$ cat config.mk
export PLATFORM = sky130hd
export DESIGN_NAME = crt_rtc
export DESIGN_NICKNAME = d
export VERILOG_FILES = /design/src/crt_calendar_step.v /design/src/crt_rtc.v
export VERILOG_INCLUDE_DIRS = /design/src /design/src/src
export SDC_FILE = /design/constraint.sdc
export NUM_CORES = 1
export LEC_CHECK = 0
export ABC_CLOCK_PERIOD_IN_PS = 8650
export BUFFER_PORTS_ARGS = -buffer_cell sky130_fd_sc_hd__buf_2
export CAP_MARGIN = 10
export CELL_PAD_IN_SITES_DETAIL_PLACEMENT = 1
export CELL_PAD_IN_SITES_GLOBAL_PLACEMENT = 2
export CORE_MARGIN = 2
export CORE_UTILIZATION = 38
export CTS_CLUSTER_SIZE = 12
export DETAILED_ROUTE_END_ITERATION = 16
export PLACE_DENSITY_LB_ADDON = 0.1
export SYNTH_ARGS = -nofsm -noshare
export SYNTH_HDL_FRONTEND = slang
export SYNTH_HIERARCHICAL = 1
export SYNTH_SLANG_ARGS = --single-unit
$ cat constraint.sdc
create_clock -name core_clk -period 8.65 [get_ports core_clk]
set_input_delay 1.2975 -clock core_clk [delete_from_list [all_inputs] [get_ports core_clk]]
set_output_delay 1.2975 -clock core_clk [all_outputs]
set_load 0.02 [all_outputs]
$ cat src/crt_defines.vh
// Register map, reset values and timing counts of the calendar clock
`ifndef CRT_DEFINES_VH
`define CRT_DEFINES_VH
`define CRT_OFF_RESTART 16'h2010
`define CRT_OFF_CAP_TRIM 16'h2011
`define CRT_OFF_FRACTION 16'h2014
`define CRT_OFF_SECONDS 16'h2015
`define CRT_OFF_MINUTES 16'h2016
`define CRT_OFF_HOURS 16'h2017
`define CRT_OFF_WEEKDAY 16'h2018
`define CRT_OFF_MONTH_DAY 16'h2019
`define CRT_OFF_MONTH 16'h201a
`define CRT_OFF_YEAR 16'h201b
`define CRT_OFF_TRIM_HIGH 16'h201c
`define CRT_OFF_TRIM_MID 16'h201d
`define CRT_OFF_TRIM_LOW 16'h201e
`define CRT_OFF_WRITE_EN 16'h201f
`define CRT_OFF_IRQ_STATUS 16'h2012
`define CRT_OFF_IRQ_MASK 16'h2013
`define CRT_RST_CAP_TRIM 7'h40
`define CRT_RST_TRIM_HIGH 3'h4
`define CRT_RST_TRIM_MID 8'h00
`define CRT_RST_TRIM_LOW 8'h00
`define CRT_TRIM_UNITY 19'h40000
`define CRT_CORE_HZ 125000000
`define CRT_RTC_HZ 32768
`define CRT_IRQ_SECOND 0
`define CRT_IRQ_MINUTE 1
`define CRT_IRQ_DAY 2
`endif

$ cat src/crt_calendar_step.v
// Calendar carry logic: one second added to a time and date
`timescale 1ns/10ps
`default_nettype none
module crt_calendar_step
(
   input wire [5:0] sec_in,
   input wire [5:0] min_in,
   input wire [4:0] hour_in,
   input wire [2:0] wday_in,
   input wire [4:0] mday_in,
   input wire [3:0] mon_in,
   input wire [7:0] year_in,
   output reg [5:0] sec_out,
   output reg [5:0] min_out,
   output reg [4:0] hour_out,
   output reg [2:0] wday_out,
   output reg [4:0] mday_out,
   output reg [3:0] mon_out,
   output reg [7:0] year_out,
   output reg min_carry,
   output reg day_carry
);

   // ****************************************
   // Month length
   // ****************************************
   function [4:0] crt_month_len;
      input [3:0] mon;
      input [7:0] year;
      begin
         case (mon)
            4'h2: crt_month_len = (year[1:0] == 2'h0) ? 5'd29 : 5'd28;
            4'h4, 4'h6, 4'h9, 4'hb: crt_month_len = 5'd30;
            default: crt_month_len = 5'd31;
         endcase
      end
   endfunction

   always @*
   begin
      sec_out = sec_in;
      min_out = min_in;
      hour_out = hour_in;
      wday_out = wday_in;
      mday_out = mday_in;
      mon_out = mon_in;
      year_out = year_in;
      min_carry = 1'b0;
      day_carry = 1'b0;
      if (sec_in < 6'd59)
         sec_out = sec_in + 6'd1;
      else
      begin
         sec_out = 6'd0;
         min_carry = 1'b1;
         if (min_in < 6'd59)
            min_out = min_in + 6'd1;
         else
         begin
            min_out = 6'd0;
            if (hour_in < 5'd23)
               hour_out = hour_in + 5'd1;
            else
            begin
               hour_out = 5'd0;
               day_carry = 1'b1;
               wday_out = (wday_in >= 3'd7) ? 3'd1 : wday_in + 3'd1;
               if (mday_in < crt_month_len(mon_in, year_in))
                  mday_out = mday_in + 5'd1;
               else
               begin
                  mday_out = 5'd1;
                  if (mon_in < 4'd12)
                     mon_out = mon_in + 4'd1;
                  else
                  begin
                     mon_out = 4'd1;
                     year_out = (year_in >= 8'd99) ? 8'd0 : year_in + 8'd1;
                  end
               end
            end
         end
      end
   end
endmodule
`default_nettype wire

$ cat src/crt_rtc.v
// Calendar real-time clock with fraction countdown and rate trims
// How it works
// - Coarse trim 17 bits, top three reset to 4, spread over three bytes.
// - Writing one to the restart bit restarts the fraction counter.
// - Seven-bit analog cap trim, reset 40, steers the clock rate.
// - Seven time bytes: widths 6, 6, 5, 3, 5, 4, 8.
// - An accepted time write loads the running clock.
// - Seconds and minutes 0 to 59, hours 0 to 23.
// - Weekday 1 to 7 with 1 Sunday, date 1 to 31.
// - Year 0 to 99, years divisible by four are leap.
// - Time keeps counting; supply modes are not handled here, backup supply taken as always good.
// - Device reset leaves the time registers untouched.
// - Read-only fraction countdown in 1/256 steps to next second.
// - Write-enable location is write-only, eight bits, needed before each time write.
`timescale 1ns/10ps
`default_nettype none
`include "crt_defines.vh"
module crt_rtc
#(
   parameter ACC_W = 19,
   parameter CAP_GAIN = 8
)
(
   input wire core_clk,
   input wire rst,
   input wire [15:0] reg_addr,
   input wire [7:0] reg_wdata,
   input wire reg_wr,
   input wire reg_rd,
   output reg [7:0] reg_rdata,
   output wire irq,
   output reg second_pulse
);

   // ****************************************
   // Rate generation
   // ****************************************
   // Phase accumulator stands in for the 32768 Hz crystal; one wrap is one
   // 1/256 tick of the RTC cycle. Step is scaled by the rate trims.
   localparam [63:0] BASE_STEP_WIDE =
      ((`CRT_RTC_HZ / 128) * 64'd4294967296 / `CRT_CORE_HZ);
   localparam [ACC_W+12:0] BASE_STEP = BASE_STEP_WIDE[ACC_W+12:0];
   // Trim product needs headroom: 32-bit step times 19-bit trim
   localparam [63:0] TRIM_UNITY_WIDE = {45'h0, `CRT_TRIM_UNITY};

   reg [2:0] trim_high_reg;
   reg [7:0] trim_mid_reg;
   reg [7:0] trim_low_reg;
   reg [6:0] cap_trim_reg;
   reg [7:0] fraction_reg;
   reg [31:0] phase_reg;
   reg unlock_reg;
   reg [2:0] irq_status_reg;
   reg [2:0] irq_mask_reg;

   reg [5:0] sec_reg;
   reg [5:0] min_reg;
   reg [4:0] hour_reg;
   reg [2:0] wday_reg;
   reg [4:0] mday_reg;
   reg [3:0] mon_reg;
   reg [7:0] year_reg;

   wire [16:0] coarse_trim;
   wire [1:0] fine_trim;
   wire [18:0] combined_trim;
   wire [8:0] cap_offset;
   wire [63:0] cap_offset_wide;
   wire [63:0] trim_product;
   wire [63:0] step_base;
   wire [63:0] cap_adjust;
   wire [63:0] step_wide;
   wire [31:0] step_val;
   wire [32:0] phase_sum;
   wire tick;
   wire second_event;

   assign coarse_trim = {trim_high_reg, trim_mid_reg, trim_low_reg[7:2]};
   assign fine_trim = trim_low_reg[1:0];
   assign combined_trim = {coarse_trim, fine_trim};
   // Coarse and fine trim scale the nominal step; unity leaves it alone
   assign trim_product = {{(64-(ACC_W+13)){1'b0}}, BASE_STEP} * {45'h0, combined_trim};
   assign step_base = trim_product / TRIM_UNITY_WIDE;
   // cap trim around center
   // Offset kept in two's complement and widened by hand: an unsigned sum
   // would otherwise turn a slow-down into a speed-up.
   assign cap_offset = {2'b00, cap_trim_reg} - 9'h040;
   assign cap_offset_wide = {{55{cap_offset[8]}}, cap_offset};
   assign cap_adjust = cap_offset_wide * CAP_GAIN;
   assign step_wide = step_base + cap_adjust;
   assign step_val = step_wide[31:0];
   assign phase_sum = {1'b0, phase_reg} + {1'b0, step_val};
   assign tick = phase_sum[32];
   assign second_event = tick && (fraction_reg == 8'h00);

   // ****************************************
   // Register decode
   // ****************************************
   function crt_is_time;
      input [15:0] addr;
      begin
         crt_is_time = (addr >= `CRT_OFF_SECONDS) && (addr <= `CRT_OFF_YEAR);
      end
   endfunction

   wire wr_time;
   wire wr_restart;
   assign wr_time = reg_wr && crt_is_time(reg_addr) && unlock_reg;
   assign wr_restart = reg_wr && (reg_addr == `CRT_OFF_RESTART) && reg_wdata[0];

   // A restart landing on a boundary wins: that second is dropped whole,
   // so status flags and the pulse agree with the time except when a same-cycle time write drops the advance.
   wire second_take;
   assign second_take = second_event && !wr_restart;
   // Time write beats a same-cycle advance; that advance is lost
   wire time_advance;
   assign time_advance = second_take && !wr_time;

   wire wr_sec;
   wire wr_min;
   wire wr_hour;
   wire wr_wday;
   wire wr_mday;
   wire wr_mon;
   wire wr_year;
   assign wr_sec = wr_time && (reg_addr == `CRT_OFF_SECONDS);
   assign wr_min = wr_time && (reg_addr == `CRT_OFF_MINUTES);
   assign wr_hour = wr_time && (reg_addr == `CRT_OFF_HOURS);
   assign wr_wday = wr_time && (reg_addr == `CRT_OFF_WEEKDAY);
   assign wr_mday = wr_time && (reg_addr == `CRT_OFF_MONTH_DAY);
   assign wr_mon = wr_time && (reg_addr == `CRT_OFF_MONTH);
   assign wr_year = wr_time && (reg_addr == `CRT_OFF_YEAR);

   // ****************************************
   // Calendar
   // ****************************************
   wire [5:0] sec_n;
   wire [5:0] min_n;
   wire [4:0] hour_n;
   wire [2:0] wday_n;
   wire [4:0] mday_n;
   wire [3:0] mon_n;
   wire [7:0] year_n;
   wire min_carry;
   wire day_carry;

   crt_calendar_step u_step
   (
      .sec_in(sec_reg),
      .min_in(min_reg),
      .hour_in(hour_reg),
      .wday_in(wday_reg),
      .mday_in(mday_reg),
      .mon_in(mon_reg),
      .year_in(year_reg),
      .sec_out(sec_n),
      .min_out(min_n),
      .hour_out(hour_n),
      .wday_out(wday_n),
      .mday_out(mday_n),
      .mon_out(mon_n),
      .year_out(year_n),
      .min_carry(min_carry),
      .day_carry(day_carry)
   );

   // time kept across reset
   // Time has no reset on purpose: a core reset must not disturb it.
   // Backup supply taken as always good; power modes live outside.
   // load wins, each field at its width
   always @(posedge core_clk)
   begin
      if (wr_sec)
         sec_reg <= reg_wdata[5:0];
      else if (time_advance)
         sec_reg <= sec_n;
   end

   always @(posedge core_clk)
   begin
      if (wr_min)
         min_reg <= reg_wdata[5:0];
      else if (time_advance)
         min_reg <= min_n;
   end

   always @(posedge core_clk)
   begin
      if (wr_hour)
         hour_reg <= reg_wdata[4:0];
      else if (time_advance)
         hour_reg <= hour_n;
   end

   always @(posedge core_clk)
   begin
      if (wr_wday)
         wday_reg <= reg_wdata[2:0];
      else if (time_advance)
         wday_reg <= wday_n;
   end

   always @(posedge core_clk)
   begin
      if (wr_mday)
         mday_reg <= reg_wdata[4:0];
      else if (time_advance)
         mday_reg <= mday_n;
   end

   always @(posedge core_clk)
   begin
      if (wr_mon)
         mon_reg <= reg_wdata[3:0];
      else if (time_advance)
         mon_reg <= mon_n;
   end

   always @(posedge core_clk)
   begin
      if (wr_year)
         year_reg <= reg_wdata;
      else if (time_advance)
         year_reg <= year_n;
   end

   // ****************************************
   // Control registers and fraction counter
   // ****************************************
   always @(posedge core_clk or posedge rst)
   begin
      if (rst)
      begin
         trim_high_reg <= `CRT_RST_TRIM_HIGH;
         trim_mid_reg <= `CRT_RST_TRIM_MID;
         trim_low_reg <= `CRT_RST_TRIM_LOW;
         cap_trim_reg <= `CRT_RST_CAP_TRIM;
         fraction_reg <= 8'hff;
         phase_reg <= 32'h00000000;
         unlock_reg <= 1'b0;
         irq_mask_reg <= 3'h0;
         second_pulse <= 1'b0;
      end
      else
      begin
         second_pulse <= second_take;
         if (wr_restart)
         begin
            fraction_reg <= 8'hff;
            phase_reg <= 32'h00000000;
         end
         else
         begin
            phase_reg <= phase_sum[31:0];
            if (tick)
               fraction_reg <= fraction_reg - 8'h01;
         end
         if (reg_wr)
            unlock_reg <= (reg_addr == `CRT_OFF_WRITE_EN);
         if (reg_wr)
         begin
            case (reg_addr)
               `CRT_OFF_CAP_TRIM: cap_trim_reg <= reg_wdata[6:0];
               `CRT_OFF_TRIM_HIGH: trim_high_reg <= reg_wdata[2:0];
               `CRT_OFF_TRIM_MID: trim_mid_reg <= reg_wdata;
               `CRT_OFF_TRIM_LOW: trim_low_reg <= reg_wdata;
               `CRT_OFF_IRQ_MASK: irq_mask_reg <= reg_wdata[2:0];
               default: ;
            endcase
         end
      end
   end

   // ****************************************
   // Interrupt status
   // ****************************************
   wire [2:0] irq_events;
   wire [2:0] irq_clear;
   assign irq_events = {second_take && day_carry, second_take && min_carry, second_take};
   assign irq_clear = (reg_wr && reg_addr == `CRT_OFF_IRQ_STATUS) ? reg_wdata[2:0] : 3'h0;

   genvar gi;
   generate
      for (gi = 0; gi < 3; gi = gi + 1)
      begin : g_irq
         // Set beats a simultaneous clear so no event is lost
         always @(posedge core_clk or posedge rst)
         begin
            if (rst)
               irq_status_reg[gi] <= 1'b0;
            else if (irq_events[gi])
               irq_status_reg[gi] <= 1'b1;
            else if (irq_clear[gi])
               irq_status_reg[gi] <= 1'b0;
         end
      end
   endgenerate

   assign irq = |(irq_status_reg & irq_mask_reg);

   // ****************************************
   // Read port
   // ****************************************
   always @(posedge core_clk or posedge rst)
   begin
      if (rst)
         reg_rdata <= 8'h00;
      else if (reg_rd)
      begin
         case (reg_addr)
            `CRT_OFF_RESTART: reg_rdata <= 8'h00;
            `CRT_OFF_CAP_TRIM: reg_rdata <= {1'b0, cap_trim_reg};
            `CRT_OFF_IRQ_STATUS: reg_rdata <= {5'h00, irq_status_reg};
            `CRT_OFF_IRQ_MASK: reg_rdata <= {5'h00, irq_mask_reg};
            `CRT_OFF_FRACTION: reg_rdata <= fraction_reg;
            `CRT_OFF_SECONDS: reg_rdata <= {2'b00, sec_reg};
            `CRT_OFF_MINUTES: reg_rdata <= {2'b00, min_reg};
            `CRT_OFF_HOURS: reg_rdata <= {3'b000, hour_reg};
            `CRT_OFF_WEEKDAY: reg_rdata <= {5'h00, wday_reg};
            `CRT_OFF_MONTH_DAY: reg_rdata <= {3'b000, mday_reg};
            `CRT_OFF_MONTH: reg_rdata <= {4'h0, mon_reg};
            `CRT_OFF_YEAR: reg_rdata <= year_reg;
            `CRT_OFF_TRIM_HIGH: reg_rdata <= {5'h00, trim_high_reg};
            `CRT_OFF_TRIM_MID: reg_rdata <= trim_mid_reg;
            `CRT_OFF_TRIM_LOW: reg_rdata <= trim_low_reg;
            // Write-enable location and unmapped addresses read zero
            default: reg_rdata <= 8'h00;
         endcase
      end
      else
         reg_rdata <= 8'h00;
   end
endmodule
`default_nettype wire
---- Yosys cells after proc, flatten, opt, wreduce, memory -nomap -nowiden ----
Cells that the tools add are included.
operators by class
  add/sub/neg operators ................... 11
  multipliers ............................. 1
  order comparisons ....................... 9
  equal/unequal tests ..................... 39
  muxes and demuxes ....................... 60
  bitwise logic cells ..................... 1
  reduce and logical (&&, ||, !) cells .... 46
operators with widths
  operator                  number
  $eq A16 B14 Y1 const B    16
  $pmux W8 S14              1
  $mux W8                   11
  $mux W5                   14
  $mux W6                   7
  $ne A2 B2 Y1 const B      18
  $add A32 B32 Y33          1
  $mux W32                  1
  $mul A12 B19 Y31 const A  1
  $mux W4                   7
  $reduce_bool A2 Y1        11
  $mux W3                   7
  $logic_and A1 B1 Y1       18
  $add A16 B11 Y17          1
  $ge A16 B14 Y1 const B    1
  $le A16 B14 Y1 const B    1
  $add A6 B1 Y6 const B     2
  $lt A6 B6 Y1 const B      2
  $reduce_and A2 Y1         6
  $mux W1                   11
  $add A5 B1 Y5 const B     2
  $pmux W5 S2               1
  $add A8 B1 Y8 const B     1
  $eq A4 B3 Y1 const B      2
  21 further kinds          24
storage, ports and cells
  register bits ........................... 119
  input bits .............................. 28
  output and inout bits ................... 10
  word-level logic and storage cells ...... 187

---- Logic depth before layout (Yosys ltp) ----
  depth in word-level cells ............... 13
  gate-level depth with buffers ........... 37
  gate-level depth less buffers ........... 37

---- By module ----
Netlist, hierarchy kept.
by module, submodules not included
  module             instances  cells an instance  area an instance (um^2)  sequential area each (um^2)
  crt_rtc            1          1046               10578.9                  3175.5
  crt_calendar_step  1          161                1052.3                   0.0

---- Worst setup path after synthesis ----
No wires, ideal clock.
  path kind ............................... register to register
  start point ............................. register trim_mid_reg[0]
  end point ............................... register sec_reg[0], enable pin
  setup time .............................. 0.377 ns
  data arrival time ....................... 8.279 ns
  data required time ...................... 8.273 ns
  path slack .............................. -0.006 ns
  stages on the path, launching flop included .. 36
  buffers on the path ..................... 2
  period minus slack after synthesis ...... 8.656 ns
  cells stage by stage .................... dfrtp_1 ha_1 fa_1 fa_1 inv_1 fa_1 inv_1 ha_1 a21o_1 a21o_1 o221ai_2 a31oi_2 a41o_1 and2_1 o21a_1 nor2_1 ha_1 a21oi_1 o21ai_1 a21o_1 a21o_1 a221oi_1 a21oi_1 xnor2_1 ha_1 clkbuf_1 a21oi_1 o21ai_0 a21oi_1 o21a_1 o221a_2 o31a_4 and3b_1 buf_2 nand2_1 o21ai_0
on the way
  longest elaborated chain between the ends .. 7
ends and longest elaborated chain
  item                          line           RTL
  start, declared               crt_rtc.v:47   reg [7:0] trim_mid_reg;
  start signal, assigned        crt_rtc.v:235  trim_mid_reg <= `CRT_RST_TRIM_MID;
  start signal, assigned        crt_rtc.v:265  `CRT_OFF_TRIM_MID: trim_mid_reg <= reg_wdata;
  $mul A12 B19 Y31              crt_rtc.v:82   assign trim_product = {{(64-(ACC_W+13)){1'b0}}, BASE_STEP} * {45'h0, combined_trim};
  $add A16 B11 Y17              crt_rtc.v:90   assign step_wide = step_base + cap_adjust;
  $add A32 B32 Y33              crt_rtc.v:92   assign phase_sum = {1'b0, phase_reg} + {1'b0, step_val};
  $logic_and A1 B1 Y1           crt_rtc.v:94   assign second_event = tick && (fraction_reg == 8'h00);
  $logic_and A1 B1 Y1           crt_rtc.v:114  assign second_take = second_event && !wr_restart;
  named net irq_events[0]       crt_rtc.v:277  wire [2:0] irq_events;
  $logic_and A1 B1 Y1           crt_rtc.v:117  assign time_advance = second_take && !wr_time;
  $reduce_bool A2 Y1 (no line)  -
  end signal, assigned          crt_rtc.v:174  sec_reg <= reg_wdata[5:0];
  end signal, assigned          crt_rtc.v:176  sec_reg <= sec_n;
  end, declared                 crt_rtc.v:56   reg [5:0] sec_reg;
The timed path passes the listed nets, and every way through them passes these cells.
A chain may end at the register's enable or synchronous reset.

---- Worst setup path in the final report ----
  start point ............................. register trim_mid_reg[1]
  end point ............................... register min_reg[2], enable pin
on the way
  longest elaborated chain between the ends .. 8
ends and longest elaborated chain
  item                          line           RTL
  $mul A12 B19 Y31              crt_rtc.v:82
  $add A16 B11 Y17              crt_rtc.v:90
  $add A32 B32 Y33              crt_rtc.v:92
  $logic_and A1 B1 Y1           crt_rtc.v:94
  $logic_and A1 B1 Y1           crt_rtc.v:114
  $logic_and A1 B1 Y1           crt_rtc.v:117
  $reduce_bool A2 Y1 (no line)  -
  $reduce_and A2 Y1 (no line)   -
  end signal, assigned          crt_rtc.v:182  min_reg <= reg_wdata[5:0];
  end signal, assigned          crt_rtc.v:184  min_reg <= min_n;
  end, declared                 crt_rtc.v:57   reg [5:0] min_reg;
Every way passes these cells.

==> impl_metrics.json <==
{
  "die_area_mm2": 0.0320,
  "first_global_vias": 9817,
  "ant_nets": 0,
  "ir_worst_vdd_v": 0.000140,
  "drive_gt1_frac": 0.206,
  "std_cell_rows": 64,
  "cp.required_ns": 8.84,
  "wl_per_cell_um": 20.1,
  "p_sw_uw": 577,
  "leakage_uw": 0.00671,
  "grt_overflow_total": 0,
  "vias_per_cell": 5.38,
  "clk_pin_slew_ns": 0.06,
  "multi_input_area_mm2": 0.00797,
  "combPwrFrac": 0.252,
  "cellPowerDensity_mw_per_mm2": 133,
  "route.detailed.drc": 0,
  "setup_violations": 0,
  "htreeDepth": 4,
  "synth_top_cell_area_share": 0.160,
  "fin_skew_ns": 0.00859,
  "dr.first_iter.drc_count": 459,
  "start_util": 0.383,
  "grt_first_pass_wirelength_um": 55000,
  "p_clk_frac": 0.386,
  "fp.dieH_um": 179,
  "worstSetupEndpointType": "flip-flop",
  "slew_violations": 0,
  "arrival_ns": 8.41,
  "clkSinkCount": 119,
  "io_buffers": 37,
  "avgSynthCellArea_um2": 9.64,
  "cts_made_buffers": 17,
  "relSlewSlack": 0.306,
  "clockBufferDepth": 2,
  "clk_latency_ns": 0.43,
  "period_minus_slack_ns": 8.22,
  "num_vias": 9203,
  "dp_hpwl_um": 27100,
  "hold_buffers": 0,
  "antenna_found_initial": 0,
  "num_io_pins": 38,
  "gp_congestion": 0.828,
  "post_synth_num_cell_types": 78,
  "syn-instance-count": 1207,
  "fmax_mhz": 122,
  "placedCellCount": 1677,
  "async_flop_share": 0.689,
  "cap_viol_max_count": 0,
  "yosysSeqAreaShare": 0.273,
  "grt_max_degree": 48,
  "drt-total-wl_um": 34500,
  "final-hold-violation-count": 0,
  "synth-edff-count": 37,
  "syn_nets": 1445,
  "largest_register_ffs": 32,
  "area_growth_pct": 15.5,
  "tightest_slew_ns": 1.04,
  "synth_ff_type": "dfrtp_1",
  "place_area_mm2": 0.0127,
  "fin_nets": 1540,
  "fillers": 3456,
  "finalCoreUtilization": 0.443,
  "intPower_uw": 1210,
  "finalInstanceArea_mm2": 0.0134,
  "crit_path_start_kind": "flip-flop",
  "cp_top_family": "compound AO/OA/AOI/OAI gates",
  "critPathMaxStageDelay_ns": 0.53,
  "yosysTopAreaCell": "ha_1",
  "hp-class": "reg2reg",
  "antenna_cells": 0,
  "path_max_fanout": 17,
  "crit_buf_inv": 5,
  "ys_ff_latch": 119,
  "cts_tree": "built",
  "drt-pass1-iter-count": 5,
  "root_buffer": "clkbuf_16",
  "track_usage": 0.226,
  "status": "complete, no violations",
  "crit_type": "reg2reg",
  "synthTopCellsByArea": "ha_1 (16%), dfrtp_1 (15%), fa_1 (10%)",
  "yosys_warnings": 6,
  "seqPwrFrac": 0.363,
  "syn_area_mm2": 0.0116,
  "post-route-period-util": 0.950,
  "die_w_um": 179,
  "switching_share": 0.323,
  "critPathSlowestCell": "fa_1",
  "regArea_mm2": 0.00318,
  "finalNonFillerCells": 1711,
  "coreArea_mm2": 0.0303
}
[through the flow]
stage	setup WS (ns)	total power, uW	TNS [ns]	hold WS, ns
after floorplan	0.296	966	0	0.467
after global placement	0.0807	1100	0	0.506
after detailed placement	-0.107	1110	-1.17	0.515
after CTS	0.0154	1810	0	0.523
after global routing	-0.0359	1900	-0.351	0.560
final	0.429	1790	0	0.528
[path summary, 6_finish.rpt]
path	start	to	slack (ns)	cells past startpoint
setup / recovery	trim_mid_reg[1]	min_reg[2]	0.43	36
hold / removal	unlock_reg	unlock_reg	0.53	2
setup reg to reg	trim_mid_reg[1]	min_reg[2]	0.43	36
hold reg to reg	unlock_reg	unlock_reg	0.53	2
max in group asynchronous	rst	cap_trim_reg[1]	6.58	3
min in group asynchronous	rst	reg_rdata[6]	0.95	2
[layer usage]
metal  track usage  vias to the layer above  part of all wire
met5             0                        -                 0
met4        0.0515                        0             0.015
met3        0.0293                       29             0.032
met2         0.382                      145              0.49
met1         0.308                     4577              0.47
li1              -                     4452                 -
[cell type report]
cell class | instances | share of cell area
clock buffers | 19 | 0.0338
clock inverters | 13 | 0.00820
inverters | 129 | 0.0362
multi-input cells | 926 | 0.593
flip-flops and latches | 119 | 0.237
well taps | 396 | 0.0369
repair buffers | 109 | 0.0550
[cell usage in the layout, fill, tap and decap left out, types with 11 or more instances in the layout]
cell type,instances
a21o_1,30
a21oi_1,62
and2_1,12
buf_2,37
buf_4,71
clkbuf_16,18
dfrtp_1,67
edfxtp_1,37
fa_1,61
ha_1,146
inv_1,127
mux2_2,70
nand2_1,79
nand2b_1,11
nand3_1,36
nor2_1,98
o21a_1,12
o21ai_0,52
xnor2_1,29
xor2_1,28
[repair_timing]
item / 4_1_cts / 5_1_grt
resized for setup: 6 / 31
hold endpoints to repair: 0 / 0
endpoints found under the setup margin: 37 / 57
pin swaps: 0 / 9
setup buffers: 0 / 2
[tightest hold or removal path: cells and delay by family, from the launching register on]
kind,cells,cell delay (ns)
DFF,1,0.38
buffers and inverters,1,0.05
AOI/OAI and AO/OA,1,0.06
[cell usage after synthesis, types with 8 or more instances]
cell      count
and2_1       13
ha_1        149
mux2i_1      10
nand2b_1     11
nand3_1      37
xor2_1       28
dfrtp_1      72
and3_1       10
or3_1         9
edfxtp_1     37
a21oi_1      64
xnor2_1      30
a31oi_1       8
nand2_1      81
nor3_1        8
o21a_1       12
nor2b_1      10
a21o_1       30
inv_1       128
a22o_1        9
nand4_1       9
o21ai_0      58
nor2_1      100
clkbuf_1     21
dfstp_2      10
fa_1         61
mux2_2       70
[logic make-up after synthesis]
kind of cell / synth area share
mux: 0.0802
xor+xnor: 0.0437
fa+ha+maj: 0.265
buf+inv: 0.0546
compound gates: 0.153
flops: 0.273
simple gates: 0.130
[power groups by stage]
| stage | registers (uW) | clock network, uW | logic [uW] |
|---|---|---|---|
| floorplan | 651 | 0 | 315 |
| global placement | 658 | 0 | 444 |
| detailed placement | 658 | 0 | 451 |
| CTS | 649 | 712 | 453 |
| global route | 653 | 735 | 511 |
| finish | 648 | 690 | 450 |
Power figures use the tool's default switching activity.
